$ cat src/logic/scmc_pkg.sv
// Purpose: Shared constants and types of the system clock and mode control.
// Assumes: One 100 MHz reference clock models both RC oscillators.
// Notes: Oscillator half periods are derived from the reference rate.
`default_nettype none

package scmc_pkg;

  // ----------------------------------------------------------------------
  // Rates
  // ----------------------------------------------------------------------
  localparam int CLK_HZ = 32'h05F5_E100;
  localparam int FAST_OSC_HZ = 32'h007A_1200;
  localparam int SLOW_OSC_HZ = 32'h0000_7D00;
  localparam int FAST_HALF_CYC = CLK_HZ / (2 * FAST_OSC_HZ);
  localparam int SLOW_HALF_CYC = CLK_HZ / (2 * SLOW_OSC_HZ);

  // ----------------------------------------------------------------------
  // Divider and source selection
  // ----------------------------------------------------------------------
  localparam int DIV_W = 32'h0000_0006;
  localparam int SEL_W = 32'h0000_0003;
  localparam int NUM_SRC = 32'h0000_0008;
  localparam logic [2:0] SEL_SLOW = 3'h0;
  localparam logic [2:0] SEL_FAST = 3'h7;
  localparam logic [2:0] DIVSEL_FIRST_FAST = 3'h2;
  localparam logic [2:0] DIVSEL_TO_SEL = 3'h1;

  // ----------------------------------------------------------------------
  // Gated clock slots
  // ----------------------------------------------------------------------
  localparam int NUM_GATES = 32'h0000_0004;
  localparam int GATE_CPU = 32'h0000_0000;
  localparam int GATE_SYS = 32'h0000_0001;
  localparam int GATE_SLOW = 32'h0000_0002;
  localparam int GATE_TBC = 32'h0000_0003;

  typedef enum logic [2:0] {
    MODE_FULL_SPEED,
    MODE_LOW_SPEED,
    MODE_IDLE_STOPPED,
    MODE_IDLE_RUNNING,
    MODE_DEEP_SLEEP,
    MODE_SLEEP_WDT
  } scmc_mode_e;

endpackage : scmc_pkg

`default_nettype wire

$ cat src/logic/scmc_gate_if.sv
// Purpose: Carries clock sources, run enables and gated clocks as one group.
// Assumes: All members are levels in the reference clock domain.
// Notes: One bit per gated clock slot.
`timescale 1ns/1ns
`default_nettype none

interface scmc_gate_if #(parameter int N = 4);
  logic [N-1:0] src;
  logic [N-1:0] en;
  logic [N-1:0] out;
  modport ctl (output src, output en, input out);
  modport gate (input src, input en, output out);
endinterface : scmc_gate_if

`default_nettype wire

$ cat src/logic/scmc_rc_osc.sv
// Purpose: Behavioural RC oscillator producing a square level when enabled.
// Assumes: HALF is the number of reference cycles per half period.
// Notes: A high phase in progress is finished before the oscillator stops, so no runt leaves it.
`timescale 1ns/1ns
`default_nettype none

module scmc_rc_osc #(
  parameter int HALF = 6
) (
  input wire logic clk,      // reference clock
  input wire logic rst,      // synchronous reset
  input wire logic enable,   // oscillator runs while high
  output logic level         // oscillator output level
);
  localparam int CW = $clog2(HALF) + 1;
  localparam logic [CW-1:0] LAST = CW'(HALF - 1);

  logic [CW-1:0] cnt_reg;
  logic lvl_reg;
  wire wrap = (cnt_reg == LAST);

  always_ff @(posedge clk) begin
    if (rst || (!enable && !lvl_reg)) begin
      cnt_reg <= '0;
      lvl_reg <= 1'b0;
    end else begin
      cnt_reg <= wrap ? '0 : cnt_reg + 1'b1;
      lvl_reg <= wrap ? ~lvl_reg : lvl_reg;
    end
  end

  assign level = lvl_reg;
endmodule : scmc_rc_osc

`default_nettype wire

$ cat src/logic/scmc_clk_gate.sv
// Purpose: Glitch-free gating of several clock levels.
// Assumes: Sources are levels sampled in the reference clock domain.
// Notes: An enable takes effect only while its source is low.
`timescale 1ns/1ns
`default_nettype none

module scmc_clk_gate #(
  parameter int N = 4
) (
  input wire logic clk,          // reference clock
  input wire logic rst,          // synchronous reset
  scmc_gate_if.gate g            // sources, enables, gated outputs
);
  logic [N-1:0] en_eff_reg;
  logic [N-1:0] out_reg;

  // ----------------------------------------------------------------------
  // Per-slot gate
  // ----------------------------------------------------------------------
  for (genvar i = 0; i < N; i++) begin : g_slot
    always_ff @(posedge clk) begin
      if (rst) begin
        en_eff_reg[i] <= 1'b0;
        out_reg[i] <= 1'b0;
      end else begin
        if (!g.src[i]) begin
          en_eff_reg[i] <= g.en[i]; // RULE18
        end
        out_reg[i] <= g.src[i] & en_eff_reg[i];
      end
    end

  end

  assign g.out = out_reg;
endmodule : scmc_clk_gate

`default_nettype wire

$ cat src/logic/scmc_top.sv
// Purpose: Selects the system clock and gates clocks by operating mode.
// Assumes: Control bits are synchronous levels; halt and wake are pulses.
// Notes: Oscillators are modelled from the reference clock.
// Operation
// [RULE1] A fast RC oscillator near 8 MHz is provided.
// [RULE2] A slow RC oscillator near 32 kHz is provided.
// [RULE3] Speed bit and divider field choose fast or slow system clock.
// [RULE4] Fast source gives undivided or divided clock down to one sixty-fourth.
// [RULE5] The source may change at run time without a reset.
// [RULE6] The time-base clock comes from the slow oscillator for time base and timers.
// [RULE7] The slow oscillator also clocks the watchdog.
// [RULE8] Full speed: CPU runs on fast clock or division; slow and time-base run.
// [RULE9] Low speed: CPU runs on slow clock; slow and time-base clocks run.
// [RULE10] Stopped idle: CPU and system clocks off; slow and time-base run.
// [RULE11] Running idle: CPU off; system, slow and time-base clocks run.
// [RULE12] Deep sleep: every clock stopped.
// [RULE13] Watchdog sleep: CPU, system and time-base off; slow clock runs.
// [RULE14] Halt with idle select low sleeps; high enters idle.
// [RULE15] In idle, the keep bit chooses stopped or running system clock.
// [RULE16] In watchdog sleep the slow clock runs only while watchdog enabled.
// [RULE17] Source or ratio switches never glitch the system clock.
// [RULE18] A gated-off clock holds a stable level until re-enabled.
`timescale 1ns/1ns
`default_nettype none

module scmc_top #(
  parameter int FAST_HALF = scmc_pkg::FAST_HALF_CYC,
  parameter int SLOW_HALF = scmc_pkg::SLOW_HALF_CYC
) (
  input wire logic clk,                         // reference clock, 100 MHz
  input wire logic rst,                         // synchronous reset, active high
  input wire logic clock_speed_select,          // 1 selects undivided fast clock
  input wire logic [2:0] clock_divider_select,  // divider or slow clock choice
  input wire logic idle_select,                 // halt enters idle when high
  input wire logic idle_clock_keep,             // idle keeps system clock when high
  input wire logic wdt_enable,                  // watchdog function enabled
  input wire logic halt_req,                    // halt instruction pulse
  input wire logic wake_req,                    // wake-up event pulse
  output logic cpu_clock,                       // gated CPU clock
  output logic system_clock,                    // gated system clock
  output logic slow_clock,                      // gated slow clock, watchdog clock
  output logic timebase_clock,                  // gated time-base clock
  output logic fast_rc_osc_on,                  // fast oscillator enabled
  output logic slow_rc_osc_on,                  // slow oscillator enabled
  output logic [2:0] op_mode,                   // current operating mode code
  output logic clock_switching                  // system clock switch in progress
);

  // ----------------------------------------------------------------------
  // Oscillators
  // ----------------------------------------------------------------------
  logic fast_en_reg;
  logic slow_en_reg;
  logic fast_lvl;
  logic slow_lvl;

  scmc_rc_osc #(.HALF(FAST_HALF)) u_fast_osc ( // RULE1
    .clk(clk),
    .rst(rst),
    .enable(fast_en_reg),
    .level(fast_lvl)
  );

  scmc_rc_osc #(.HALF(SLOW_HALF)) u_slow_osc ( // RULE2
    .clk(clk),
    .rst(rst),
    .enable(slow_en_reg),
    .level(slow_lvl)
  );

  // ----------------------------------------------------------------------
  // Fast clock divider
  // ----------------------------------------------------------------------
  logic [scmc_pkg::DIV_W-1:0] div_cnt_reg;
  logic fast_prev_reg;
  wire fast_rise = fast_lvl & ~fast_prev_reg;
  wire [scmc_pkg::DIV_W-1:0] div_cnt_next = fast_rise ? div_cnt_reg + 1'b1 : div_cnt_reg;

  always_ff @(posedge clk) begin
    if (rst) begin
      div_cnt_reg <= '0;
      fast_prev_reg <= 1'b0;
    end else begin
      div_cnt_reg <= div_cnt_next; // RULE4
      fast_prev_reg <= fast_lvl;
    end
  end

  // Source levels: slot 0 slow, 1..6 fast over 64 up to over 2, 7 undivided.
  logic [scmc_pkg::NUM_SRC-1:0] src_lvl;
  assign src_lvl[scmc_pkg::SEL_SLOW] = slow_lvl;
  assign src_lvl[scmc_pkg::SEL_FAST] = fast_lvl;
  for (genvar k = 1; k <= scmc_pkg::DIV_W; k++) begin : g_div_tap
    assign src_lvl[k] = div_cnt_reg[scmc_pkg::DIV_W-k]; // RULE4
  end

  // ----------------------------------------------------------------------
  // System clock source selection
  // ----------------------------------------------------------------------
  logic [scmc_pkg::SEL_W-1:0] sel_reg;
  logic hold_reg;
  logic sysraw_reg;

  wire divsel_slow = clock_divider_select < scmc_pkg::DIVSEL_FIRST_FAST;
  wire [scmc_pkg::SEL_W-1:0] divsel_idx = clock_divider_select - scmc_pkg::DIVSEL_TO_SEL;
  wire [scmc_pkg::SEL_W-1:0] sel_want = clock_speed_select ? scmc_pkg::SEL_FAST :
                                        divsel_slow ? scmc_pkg::SEL_SLOW : divsel_idx;
  wire cur_lvl = src_lvl[sel_reg];
  // Switch only while both the output and the old source are low.
  wire switch_ok = !sysraw_reg && !cur_lvl && (sel_want != sel_reg);
  wire [scmc_pkg::SEL_W-1:0] sel_next = switch_ok ? sel_want : sel_reg;
  wire hold_next = switch_ok | (hold_reg & cur_lvl);
  wire sysraw_next = (switch_ok | hold_reg) ? 1'b0 : cur_lvl;

  always_ff @(posedge clk) begin
    if (rst) begin
      sel_reg <= scmc_pkg::SEL_FAST;
      hold_reg <= 1'b0;
      sysraw_reg <= 1'b0;
    end else begin
      sel_reg <= sel_next; // RULE3 RULE5
      hold_reg <= hold_next; // RULE17
      sysraw_reg <= sysraw_next; // RULE17
    end
  end

  // ----------------------------------------------------------------------
  // Operating mode
  // ----------------------------------------------------------------------
  scmc_pkg::scmc_mode_e mode_reg;
  scmc_pkg::scmc_mode_e mode_next;
  scmc_pkg::scmc_mode_e run_mode;
  scmc_pkg::scmc_mode_e halt_mode;
  scmc_pkg::scmc_mode_e sleep_mode;
  scmc_pkg::scmc_mode_e idle_mode;

  wire running = (mode_reg == scmc_pkg::MODE_FULL_SPEED) ||
                 (mode_reg == scmc_pkg::MODE_LOW_SPEED);
  wire idling = (mode_reg == scmc_pkg::MODE_IDLE_STOPPED) ||
                (mode_reg == scmc_pkg::MODE_IDLE_RUNNING);
  wire sleeping = (mode_reg == scmc_pkg::MODE_DEEP_SLEEP) ||
                  (mode_reg == scmc_pkg::MODE_SLEEP_WDT);

  assign run_mode = (sel_reg == scmc_pkg::SEL_SLOW) ? scmc_pkg::MODE_LOW_SPEED :
                    scmc_pkg::MODE_FULL_SPEED; // RULE8 RULE9
  assign sleep_mode = wdt_enable ? scmc_pkg::MODE_SLEEP_WDT :
                      scmc_pkg::MODE_DEEP_SLEEP; // RULE16
  assign idle_mode = idle_clock_keep ? scmc_pkg::MODE_IDLE_RUNNING :
                     scmc_pkg::MODE_IDLE_STOPPED; // RULE15
  assign halt_mode = idle_select ? idle_mode : sleep_mode; // RULE14

  always_comb begin
    mode_next = mode_reg;
    unique case (mode_reg)
      scmc_pkg::MODE_FULL_SPEED,
      scmc_pkg::MODE_LOW_SPEED: begin
        mode_next = halt_req ? halt_mode : run_mode;
      end
      scmc_pkg::MODE_IDLE_STOPPED,
      scmc_pkg::MODE_IDLE_RUNNING: begin
        mode_next = wake_req ? run_mode : mode_reg;
      end
      scmc_pkg::MODE_DEEP_SLEEP,
      scmc_pkg::MODE_SLEEP_WDT: begin
        mode_next = wake_req ? run_mode : sleep_mode;
      end
      default: begin
        mode_next = run_mode;
      end
    endcase
  end

  // ----------------------------------------------------------------------
  // Oscillator enables follow the next mode
  // ----------------------------------------------------------------------
  wire next_sys_on = (mode_next == scmc_pkg::MODE_FULL_SPEED) ||
                     (mode_next == scmc_pkg::MODE_LOW_SPEED) ||
                     (mode_next == scmc_pkg::MODE_IDLE_RUNNING);
  wire fast_needed = (sel_want != scmc_pkg::SEL_SLOW) || (sel_reg != scmc_pkg::SEL_SLOW);
  wire fast_en_next = next_sys_on && fast_needed;
  wire slow_en_next = (mode_next != scmc_pkg::MODE_DEEP_SLEEP); // RULE12 RULE16

  always_ff @(posedge clk) begin
    if (rst) begin
      mode_reg <= scmc_pkg::MODE_FULL_SPEED;
      fast_en_reg <= 1'b0;
      slow_en_reg <= 1'b0;
    end else begin
      mode_reg <= mode_next;
      fast_en_reg <= fast_en_next;
      slow_en_reg <= slow_en_next;
    end
  end

  // ----------------------------------------------------------------------
  // Clock gating per mode
  // ----------------------------------------------------------------------
  scmc_gate_if #(.N(scmc_pkg::NUM_GATES)) gif ();

  assign gif.src[scmc_pkg::GATE_CPU] = sysraw_reg;
  assign gif.src[scmc_pkg::GATE_SYS] = sysraw_reg;
  assign gif.src[scmc_pkg::GATE_SLOW] = slow_lvl; // RULE7
  assign gif.src[scmc_pkg::GATE_TBC] = slow_lvl; // RULE6
  assign gif.en[scmc_pkg::GATE_CPU] = running; // RULE8 RULE9
  assign gif.en[scmc_pkg::GATE_SYS] = running ||
                                      (mode_reg == scmc_pkg::MODE_IDLE_RUNNING); // RULE11
  assign gif.en[scmc_pkg::GATE_SLOW] = running || idling ||
                                       (mode_reg == scmc_pkg::MODE_SLEEP_WDT); // RULE13
  assign gif.en[scmc_pkg::GATE_TBC] = running || idling; // RULE10 RULE12

  scmc_clk_gate #(.N(scmc_pkg::NUM_GATES)) u_gate (
    .clk(clk),
    .rst(rst),
    .g(gif.gate)
  );

  assign cpu_clock = gif.out[scmc_pkg::GATE_CPU];
  assign system_clock = gif.out[scmc_pkg::GATE_SYS];
  assign slow_clock = gif.out[scmc_pkg::GATE_SLOW];
  assign timebase_clock = gif.out[scmc_pkg::GATE_TBC];
  assign fast_rc_osc_on = fast_en_reg;
  assign slow_rc_osc_on = slow_en_reg;
  assign op_mode = mode_reg;
  assign clock_switching = hold_reg;
endmodule : scmc_top

`default_nettype wire

$ cat config.mk
export PLATFORM = sky130hd
export DESIGN_NAME = scmc_top
export DESIGN_NICKNAME = d
export VERILOG_FILES = /design/src/logic/scmc_pkg.sv /design/src/logic/scmc_gate_if.sv /design/src/logic/scmc_rc_osc.sv /design/src/logic/scmc_clk_gate.sv /design/src/logic/scmc_top.sv
export SDC_FILE = /design/constraint.sdc
export NUM_CORES = 1
export LEC_CHECK = 0
export BUFFER_PORTS_ARGS = -buffer_cell sky130_fd_sc_hd__buf_4
export CORE_MARGIN = 2
export CORE_UTILIZATION = 50
export CTS_BUF_LIST = sky130_fd_sc_hd__clkbuf_4
export DETAILED_ROUTE_END_ITERATION = 6
export PLACE_DENSITY = 0.7
export SYNTH_ARGS = -nofsm -noshare
export SYNTH_HDL_FRONTEND = slang
export SYNTH_SLANG_ARGS = --single-unit
$ cat constraint.sdc
create_clock -name clk -period 5.35 [get_ports clk]
set_clock_uncertainty 0.1 [all_clocks]
set_input_delay 1.07 -clock clk [delete_from_list [all_inputs] [get_ports clk]]
set_output_delay 1.07 -clock clk [all_outputs]
set_load 0.005 [all_outputs]
==> Word level (Yosys, flattened, before mapping) <==
Index checks and enable logic that the tools add are counted.
{ "totals": {"inputBits": 11, "output_inout_bits": 10, "wordCells": 92, "regBits": 43} }
{ "op_classes": {"add_sub_neg": 4, "n_bitwise": 11, "magnitude_cmp": 2, "reduce_logical": 32, "n_eq_ne": 11, "mux": 12} }
{ "op_table": {"columns": ["operator", "n"], "rows": [
  ["3-bit 2-to-1 mux", 6],
  ["12-bit by 1-bit adder with 12-bit output, second input constant", 1],
  ["12-bit by 11-bit == test with 1-bit output, second input constant", 1],
  ["2-bit OR reduction", 6],
  ["1-bit logical OR", 10],
  ["3-bit by 2-bit == test with 1-bit output, second input constant", 3],
  ["3-bit logical NOT", 3],
  ["3-bit case mux with 3 select lines", 1],
  ["6-bit by 1-bit adder with 6-bit output, second input constant", 1],
  ["1-bit AND", 6],
  ["3-bit by 1-bit == test with 1-bit output, second input constant", 2],
  ["3-bit == test, second input constant", 2],
  ["1-bit logical NOT", 6],
  ["3-bit nonzero test", 2],
  ["1-bit logical AND", 5],
  ["4-bit by 1-bit adder with 4-bit output, second input constant", 1],
  ["4-bit by 3-bit == test with 1-bit output, second input constant", 1],
  ["3-bit by 4-bit < comparator with 1-bit output, second input constant", 1],
  ["1-bit 2-to-1 mux", 4],
  ["1-bit binary-select mux with 3-bit select", 1],
  ["3-bit by 2-bit < comparator with 1-bit output, second input constant", 1],
  ["3-bit != test", 1],
  ["3-bit != test, second input constant", 1],
  ["1-bit inverter", 3],
  ["other kinds (2)", 3]
]} }

==> Longest topological paths before layout <==
Gate-level depths: netlist of the first run.
{ "logic_depth": {"word_depth": 8, "mapped_depth": 7} }

==> Modules after synthesis <==
From an unflattened synthesis of the first run, not the netlist that was laid out.
{ "unflattened": {"hier_cells": 224, "area_unflattened_um2": 2008.2} }
{ "by_module_without_submodules": {"columns": ["mod", "cells_each", "area_each_um2", "seq_area_each_um2", "n_inst"], "rows": [
  ["scmc_top", 116, 988.4, 340.3, 1],
  ["scmc_rc_osc at u_slow_osc", 62, 564.3, 260.2, 1],
  ["scmc_clk_gate", 25, 240.2, 160.2, 1],
  ["scmc_rc_osc at u_fast_osc", 21, 215.2, 100.1, 1]
]} }

==> Worst setup path before layout of the first run <==
Ideal clock, no wire load.
{ "synth_path": {"path_kind": "input port to flip-flop", "start": "input clock_divider_select[0]", "end": "register hold_reg, in the netlist clock_switching", "path_buffers": 0, "setup_slack_ps": 3092, "arrival_time_ps": 2016, "t_required_ps": 5107, "stages": 6, "cell_sequence": "inv_1 -> ha_1 -> o21bai_1 -> o31a_1 -> o211ai_1 -> a311oi_1"} }
{ "synth_via": {"elab_chain_len": 6, "word_cells_on_any_way": 7, "classes_between": "1 x add/sub; 1 x order compare; 1 x eq/ne; 2 x mux; 1 x bitwise; 1 x reduce/logical"} }
{ "synth_rtl": {"columns": ["element", "line", "rtl"], "rows": [
  ["start, declared", "scmc_top.sv:33", "input wire logic [2:0] clock_divider_select,"],
  ["3-bit by 1-bit subtractor with 3-bit output or 3-bit by 2-bit < comparator with 1-bit output (tied branches)", "scmc_top.sv:105, scmc_top.sv:104", null],
  ["3-bit 2-to-1 mux (*)", "scmc_top.sv:107", "divsel_slow ? scmc_pkg::SEL_SLOW : divsel_idx;"],
  ["3-bit 2-to-1 mux (*)", "scmc_top.sv:106", "wire [scmc_pkg::SEL_W-1:0] sel_want = clock_speed_select ? scmc_pkg::SEL_FAST :"],
  ["3-bit != test (*)", "scmc_top.sv:110", "wire switch_ok = !sysraw_reg && !cur_lvl && (sel_want != sel_reg);"],
  ["1-bit logical AND (*)", "scmc_top.sv:110", null],
  ["1-bit bitwise OR (*)", "scmc_top.sv:112", "wire hold_next = switch_ok | (hold_reg & cur_lvl);"],
  ["end signal, assigned", "scmc_top.sv:122", "hold_reg <= hold_next;"],
  ["end, declared", "scmc_top.sv:101", "logic hold_reg;"]
]} }
Mark *: on every way between the ends. The rest lies on a longest branch, timed or not.
A chain may end at the register's enable or synchronous reset.

==> Worst setup path in the final report of the first run <==
{ "layout_path": {"start": "register u_slow_osc.cnt_reg[0]", "end": "register u_slow_osc.cnt_reg[6]"} }
{ "layout_via": {"elab_chain_len": 2, "word_cells_on_any_way": 3, "classes_between": "1 x add/sub; 1 x eq/ne; 1 x reduce/logical"} }
{ "layout_rtl": {"columns": ["element", "line", "rtl"], "rows": [
  ["start, declared", "scmc_rc_osc.sv:18", "logic [CW-1:0] cnt_reg;"],
  ["start signal, assigned", "scmc_rc_osc.sv:27", "cnt_reg <= wrap ? '0 : cnt_reg + 1'b1;"],
  ["branches (longest 2 deep; another with 12-bit by 1-bit adder with 12-bit output)", null, null]
]} }
Several ways; the timed one is not identified.

==> impl_metrics.json, run 1 <==
{
  "status": "finished, final reports clean",
  "hold-path-cell-count": 2,
  "clock-root-buffer": "clkbuf_4",
  "port_buffers": 20,
  "drive_above_1_share_pct": 14.16,
  "fin_crit_ns": 2.357,
  "finalWirelength_mm": 3.368,
  "grt.total_usage_pct": 17.54,
  "finalHoldViolCount": 0,
  "p_comb_share_pct": 8.8,
  "placed_cells": 274,
  "grt_pass1_wl_mm": 5.844,
  "largest_reg_flops": 12,
  "synthAdderAreaFrac_pct": 3.866,
  "crit_path_max_fanout": 12,
  "synthFlopType": "dfxtp_1",
  "core_area_um2": 3689,
  "end_kind": "flip-flop",
  "crit_chain": "ha_1 > or4b_1 > or4_4 > o211ai_1 > nor2_1",
  "dieArea_um2": 4398,
  "required_ns": 5.46,
  "cts-hold-fix-buffers": 0,
  "clk_latency_ns": 0.34,
  "cts_tree": "built",
  "syn2layout_area_growth_pct": 11.40,
  "yosys_warnings": 0,
  "p_leak_nw": 0.8430,
  "num_io_pins": 21,
  "finalPower_mw": 0.5296,
  "start_util_pct": 52.65,
  "cts_resized": 0,
  "yosysSeqAreaShare_pct": 44.33,
  "wire_per_inst_um": 11.99,
  "reg2reg_slack_ns": 2.99,
  "globalplace.congestion": 0.7783,
  "max_stage_delay_ns": 0.54,
  "fin_cells": 281,
  "synth_fp_nets": 232,
  "met3_usage_pct": 5.622,
  "r2r_cells": 5,
  "r2r-start": "u_slow_osc.cnt_reg[0]",
  "synth_edf_count": 0,
  "antenna_found_initial": 0,
  "rsz0062_at_grt": "false",
  "final_nets": 250,
  "critical_path_class": "flip-flop to flip-flop",
  "p_clk_share_pct": 27.1,
  "setup_ws_ns": 2.993,
  "top_usage_layer": "met2",
  "fmax_mhz": 424.2,
  "dp_worst_setup_slack_ns": 2.891,
  "power_density_nw_per_um2": 244.8,
  "synth_cells": 215,
  "worstHoldStart": "u_gate.en_eff_reg[0]",
  "synth_top_family_by_area": "simple AND/OR/NAND/NOR gates",
  "cts_buffers": 5,
  "drc": 0,
  "slew_viol_final": 0,
  "p_int_mw": 0.4001,
  "p_sw_share_pct": 24.45,
  "grt_max_degree": 23,
  "synth.area.mux_share_pct": 4.961,
  "worst_pin_slew_ns": 0.8612,
  "vias_per_cell": 5.434,
  "htreeDepth": 2,
  "pwr-share-seq_pct": 64.1,
  "fin_crit_sh_pct": 44.06,
  "die_w_um": 66.32,
  "whs_endpoint": "u_gate.g.out[0]",
  "first_iter_violations": 126,
  "setup_viol": 0,
  "num_rows": 22,
  "max-cap-violations": 0,
  "cp_slowest_cell": "or4_4",
  "cts.clk_slew.worst_paths_ns": 0.11,
  "diodes": 0,
  "cts_sinks": 43,
  "crit_arrival_ns": 2.47,
  "grt.overflow.total": 0,
  "worstReg2RegEnd": "u_slow_osc.cnt_reg[6]",
  "dp_hpwl_mm": 2.424,
  "worstHoldPathType": "flip-flop to flip-flop",
  "grtUsageMet1_pct": 22.69,
  "relSlewSlack_pct": 42.33,
  "async_flop_share_pct": 0,
  "syn_area_per_cell_um2": 9.032,
  "routed-via-count": 1527,
  "start_kind": "flip-flop",
  "synthDistinctLibCells": 46,
  "synth_xor_area_share_pct": 8.119,
  "ys_ff_latch": 43,
  "use_met2_pct": 27.13,
  "die_h_um": 66.32,
  "synth-simple-area-share_pct": 25.00,
  "firstDrtPassIters": 4,
  "netSwitchingPower_mw": 0.1295,
  "netlist_area_um2": 1942,
  "clockBufferDepth": 2,
  "grt_pass1_vias": 1334,
  "setup_tns_ns": 0,
  "irDropWorstVdd_mv": 0.1298,
  "cts_setup_buffers": 0,
  "synth_compound_area_share_pct": 10.37,
  "drtAntennaViolNets": 0
}
worst max-delay path: cells and delay by family, from the launching register on:
family                     cells  cell delay (ns)
DFF                            1             0.43
adders and majority gates      1             0.18
and+or+nand+nor                3             1.10
AOI/OAI and AO/OA              1             0.42
cell usage in the layout, fill, tap and decap left out, drive strengths merged, types with 2 or more instances in the layout:
master	n
o211ai	2
nor2b	4
nor2	34
nand3	8
o31ai	2
clkbuf	5
buf	20
xnor2	7
mux4	2
clkinv	2
and3	4
nor3	4
mux2i	4
inv	8
nand3b	4
nand4	6
dfxtp	43
o21ai	5
xor2	11
ha	6
nor3b	3
nand2	12
nand2b	2
or4	2
nor4	2
a21oi	13
or4b	2
power groups by stage:
stage                     Clock (mW)  Sequential [mW]  Combinational (mW)
after floorplan                    0            0.342              0.0317
after global placement             0            0.347              0.0466
after detailed placement           0            0.347              0.0467
after CTS                      0.151            0.340              0.0472
after global routing           0.164            0.342              0.0528
final                          0.143            0.340              0.0465
logic make-up after synthesis:
group	Yosys count
compound gates	31
fa+ha+maj	6
simple gates	93
flops	43
mux	7
xor+xnor	18
buf+inv	17
routing by layer:
layer | part of all wire [%] | up-vias | wire [um]
met5 | 0 | - | 0
met4 | 1.5 | 0 | 51
met3 | 5.2 | 6 | 176
met2 | 45 | 28 | 1527
met1 | 48 | 707 | 1613
li1 | - | 786 | -
layout make-up:
| class | instances | area [um2] |
|---|---|---|
| multi-input cells | 155 | 1016 |
| clock inverters | 2 | 8.758 |
| fillers | 350 | 1525 |
| flip-flops and latches | 43 | 860.8 |
| inverters | 8 | 30.03 |
| well taps | 48 | 60.06 |
| repair buffers | 20 | 150.1 |
| clock buffers | 5 | 37.54 |
worst max-delay path by stage:
stage,startpoint,endpoint,slack (ns)
after floorplan,clock_divider_select[0],clock_switching,3.09
after global placement,clock_divider_select[0],fast_rc_osc_on,2.90
after detailed placement,clock_divider_select[0],clock_switching,2.89
after CTS,u_slow_osc.cnt_reg[0],u_slow_osc.cnt_reg[8],2.96
after global routing,u_slow_osc.cnt_reg[0],u_slow_osc.cnt_reg[8],2.81
final,u_slow_osc.cnt_reg[0],u_slow_osc.cnt_reg[6],2.99
stage by stage:
step	hold slack [ns]	cell area (um2)	util (%)
floorplan	0.3184	1942	-
global placement	0.3335	2117	57.39
detailed placement	0.3452	2117	57.39
CTS	0.3626	2163	58.65
global route	0.3872	2163	58.65
finish	0.3580	2163	58.65
cells in the mapped netlist, types with 5 or more instances:
master	n	area share (%)
a21oi_1	12	3.1
clkbuf_1	7	1.4
nand4_1	6	1.9
nand2_1	12	2.3
nor2_1	34	6.6
nand3_1	8	2.1
dfxtp_1	43	44
ha_1	6	3.9
xnor2_1	7	3.2
o21ai_0	5	1.3
inv_1	8	1.5
xor2_1	11	5.0
Power figures use the tool's default switching activity.
==> run 2: changes to the inputs <==
PLACE_DENSITY = 0.72   (was 0.7)
clock period = 2 ns   (was 5.35 ns; I/O delays follow)
==> run 2 against run 1 <==
The run now ends with negative setup slack left. Die area did not move. Combinational power rose to 3.2 times the previous value. Largest power group unchanged. Routed wire length rose by 8.4%. Non-clock buffer count rose by 10. Utilization rose by 2.9 points. Via count rose by 2.2%.
==> impl_metrics.json, run 2 (synthesis gave the netlist of run 1 again) <==
{
  "port_buffers": 20,
  "first_iter_violations": 132,
  "p_clk_share_pct": 27.1,
  "htreeDepth": 2,
  "clock-root-buffer": "clkbuf_4",
  "setup_tns_ns": -0.02380,
  "num_rows": 22,
  "hold-path-cell-count": 3,
  "final_nets": 260,
  "reg2reg_slack_ns": -0.02,
  "routed-via-count": 1560,
  "p_comb_share_pct": 10.2,
  "setup_viol": 1,
  "start_util_pct": 52.65,
  "cts_sinks": 43,
  "worstHoldPathType": "primary input to flip-flop",
  "rsz0062_at_grt": "true",
  "final_area_um2": 2270,
  "worst_pin_slew_ns": 0.4442,
  "core_area_um2": 3689,
  "grt.overflow.total": 0,
  "start_kind": "flip-flop",
  "drc": 0,
  "dp_hpwl_mm": 2.624,
  "placed_cells": 284,
  "netSwitchingPower_mw": 0.3479,
  "dieArea_um2": 4398,
  "wire_per_inst_um": 12.59,
  "clk_latency_ns": 0.34,
  "fin_crit_ns": 2.024,
  "num_io_pins": 21,
  "clockBufferDepth": 2,
  "diodes": 0,
  "place_area_um2": 2193,
  "fin_cells": 290,
  "crit_path_max_fanout": 3,
  "end_kind": "flip-flop",
  "slew_viol_final": 0,
  "violations": "negative setup slack",
  "pwr-share-seq_pct": 62.7,
  "cts.clk_slew.worst_paths_ns": 0.12,
  "finalHoldViolCount": 0,
  "antenna_found_initial": 0,
  "max-cap-violations": 0,
  "required_ns": 2.18,
  "die_h_um": 66.32,
  "die_w_um": 66.32,
  "whs_endpoint": "sel_reg[0]",
  "largest_reg_flops": 12,
  "fin_crit_sh_pct": 101.2,
  "cts_buffers": 5,
  "p_sw_share_pct": 24.10,
  "whs_ns": 0.2665,
  "setup_ws_ns": -0.02380,
  "p_leak_nw": 0.8937,
  "critical_path_class": "flip-flop to flip-flop",
  "firstDrtPassIters": 4,
  "globalplace.congestion": 0.8128,
  "drive_above_1_share_pct": 21.49,
  "worstReg2RegEnd": "u_slow_osc.level",
  "grt_max_degree": 23,
  "irDropWorstVdd_mv": 0.3790,
  "finalPower_mw": 1.444,
  "finalWirelength_mm": 3.651,
  "grt.total_usage_pct": 18.51,
  "cts_setup_buffers": 0,
  "power_density_nw_per_um2": 636.2,
  "grt_pass1_vias": 1408,
  "r2r_cells": 6,
  "fmax_mhz": 494.1,
  "grt_pass1_wl_mm": 6.120,
  "syn2layout_area_growth_pct": 16.88,
  "cts_tree": "built",
  "p_int_mw": 1.096,
  "relSlewSlack_pct": 70.33,
  "r2r-start": "u_slow_osc.cnt_reg[1]",
  "mostFrequentLayoutCell": "dfxtp_1",
  "crit_arrival_ns": 2.21,
  "layout.cells.most_common_list": "dfxtp_1, nor2_1, buf_4, nand2_1, a21oi_1",
  "vias_per_cell": 5.379,
  "drtAntennaViolNets": 0,
  "worstHoldStart": "clock_speed_select",
  "status": "finished with violations"
}
## run 2: cell types whose count changed in the layout (fill, tap and decap cells not counted), sizes merged
cell,change
buf,+10
clkbuf,+1
clkinv,-2
## run 2: layer usage
layer | part of all wire (%) | vias to the layer above | track usage (%)
li1 | - | 808 | -
met5 | 0 | - | 0
met2 | 45 | 33 | 27.63
met1 | 49 | 714 | 24.33
met4 | 1.4 | 0 | 6.122
met3 | 4.3 | 5 | 7.325
## run 2: worst max-delay path by stage
stage	startpoint	endpoint	slack, ns	depth (start not counted)
final	u_slow_osc.cnt_reg[1]	u_slow_osc.level	-0.02	6
after global routing	u_slow_osc.cnt_reg[1]	u_slow_osc.level	-0.09	6
after CTS	u_slow_osc.cnt_reg[1]	u_slow_osc.level	-0.009	6
after detailed placement	u_slow_osc.cnt_reg[1]	u_slow_osc.level	0.02	6
after global placement	u_slow_osc.cnt_reg[1]	u_slow_osc.level	0.04	6
after floorplan	u_slow_osc.cnt_reg[1]	u_slow_osc.level	0.01	6
## run 2: final cells by class
cell class	count	area (um2)
Sequential cell	43	863.3
Clock buffer	6	45.04
Tap cell	48	60.06
Fill cell	343	1419
Multi-Input combinational cell	155	1046
Inverter	8	30.03
Timing Repair Buffer	30	225.2
## run 2: critical path, cell delays in order, from the launching register on
cell and delay (ns):
dfxtp_2 0.34, inv_2 0.06, ha_4 0.11, or4b_1 0.43, or4_4 0.44, or3b_4 0.38, a21oi_2 0.12
## run 2: metrics by stage
stage / utilization, % / setup WS [ns]
floorplan: - / 0.01355
global placement: 59.46 / 0.03645
detailed placement: 59.46 / 0.01930
CTS: 60.69 / -0.008887
global route: 61.53 / -0.08858
finish: 61.53 / -0.02380
## run 2: power groups by stage
stage          logic (mW)  clock network [mW]  registers (mW)
6_report            0.148               0.391           0.905
3_3_place_gp        0.140                   0           0.923
4_1_cts             0.143               0.405           0.904
5_1_grt             0.166               0.449           0.909
2_1_floorplan      0.0848                   0           0.915
3_5_place_dp        0.142                   0           0.923
## run 2: repair_timing
action | CTS | global route
gates resized for setup | 0 | 10
hold buffers | 0 | 0
endpoints found under the setup margin | 1 | 10
pin swaps | 0 | 5
gates cloned | 0 | 0
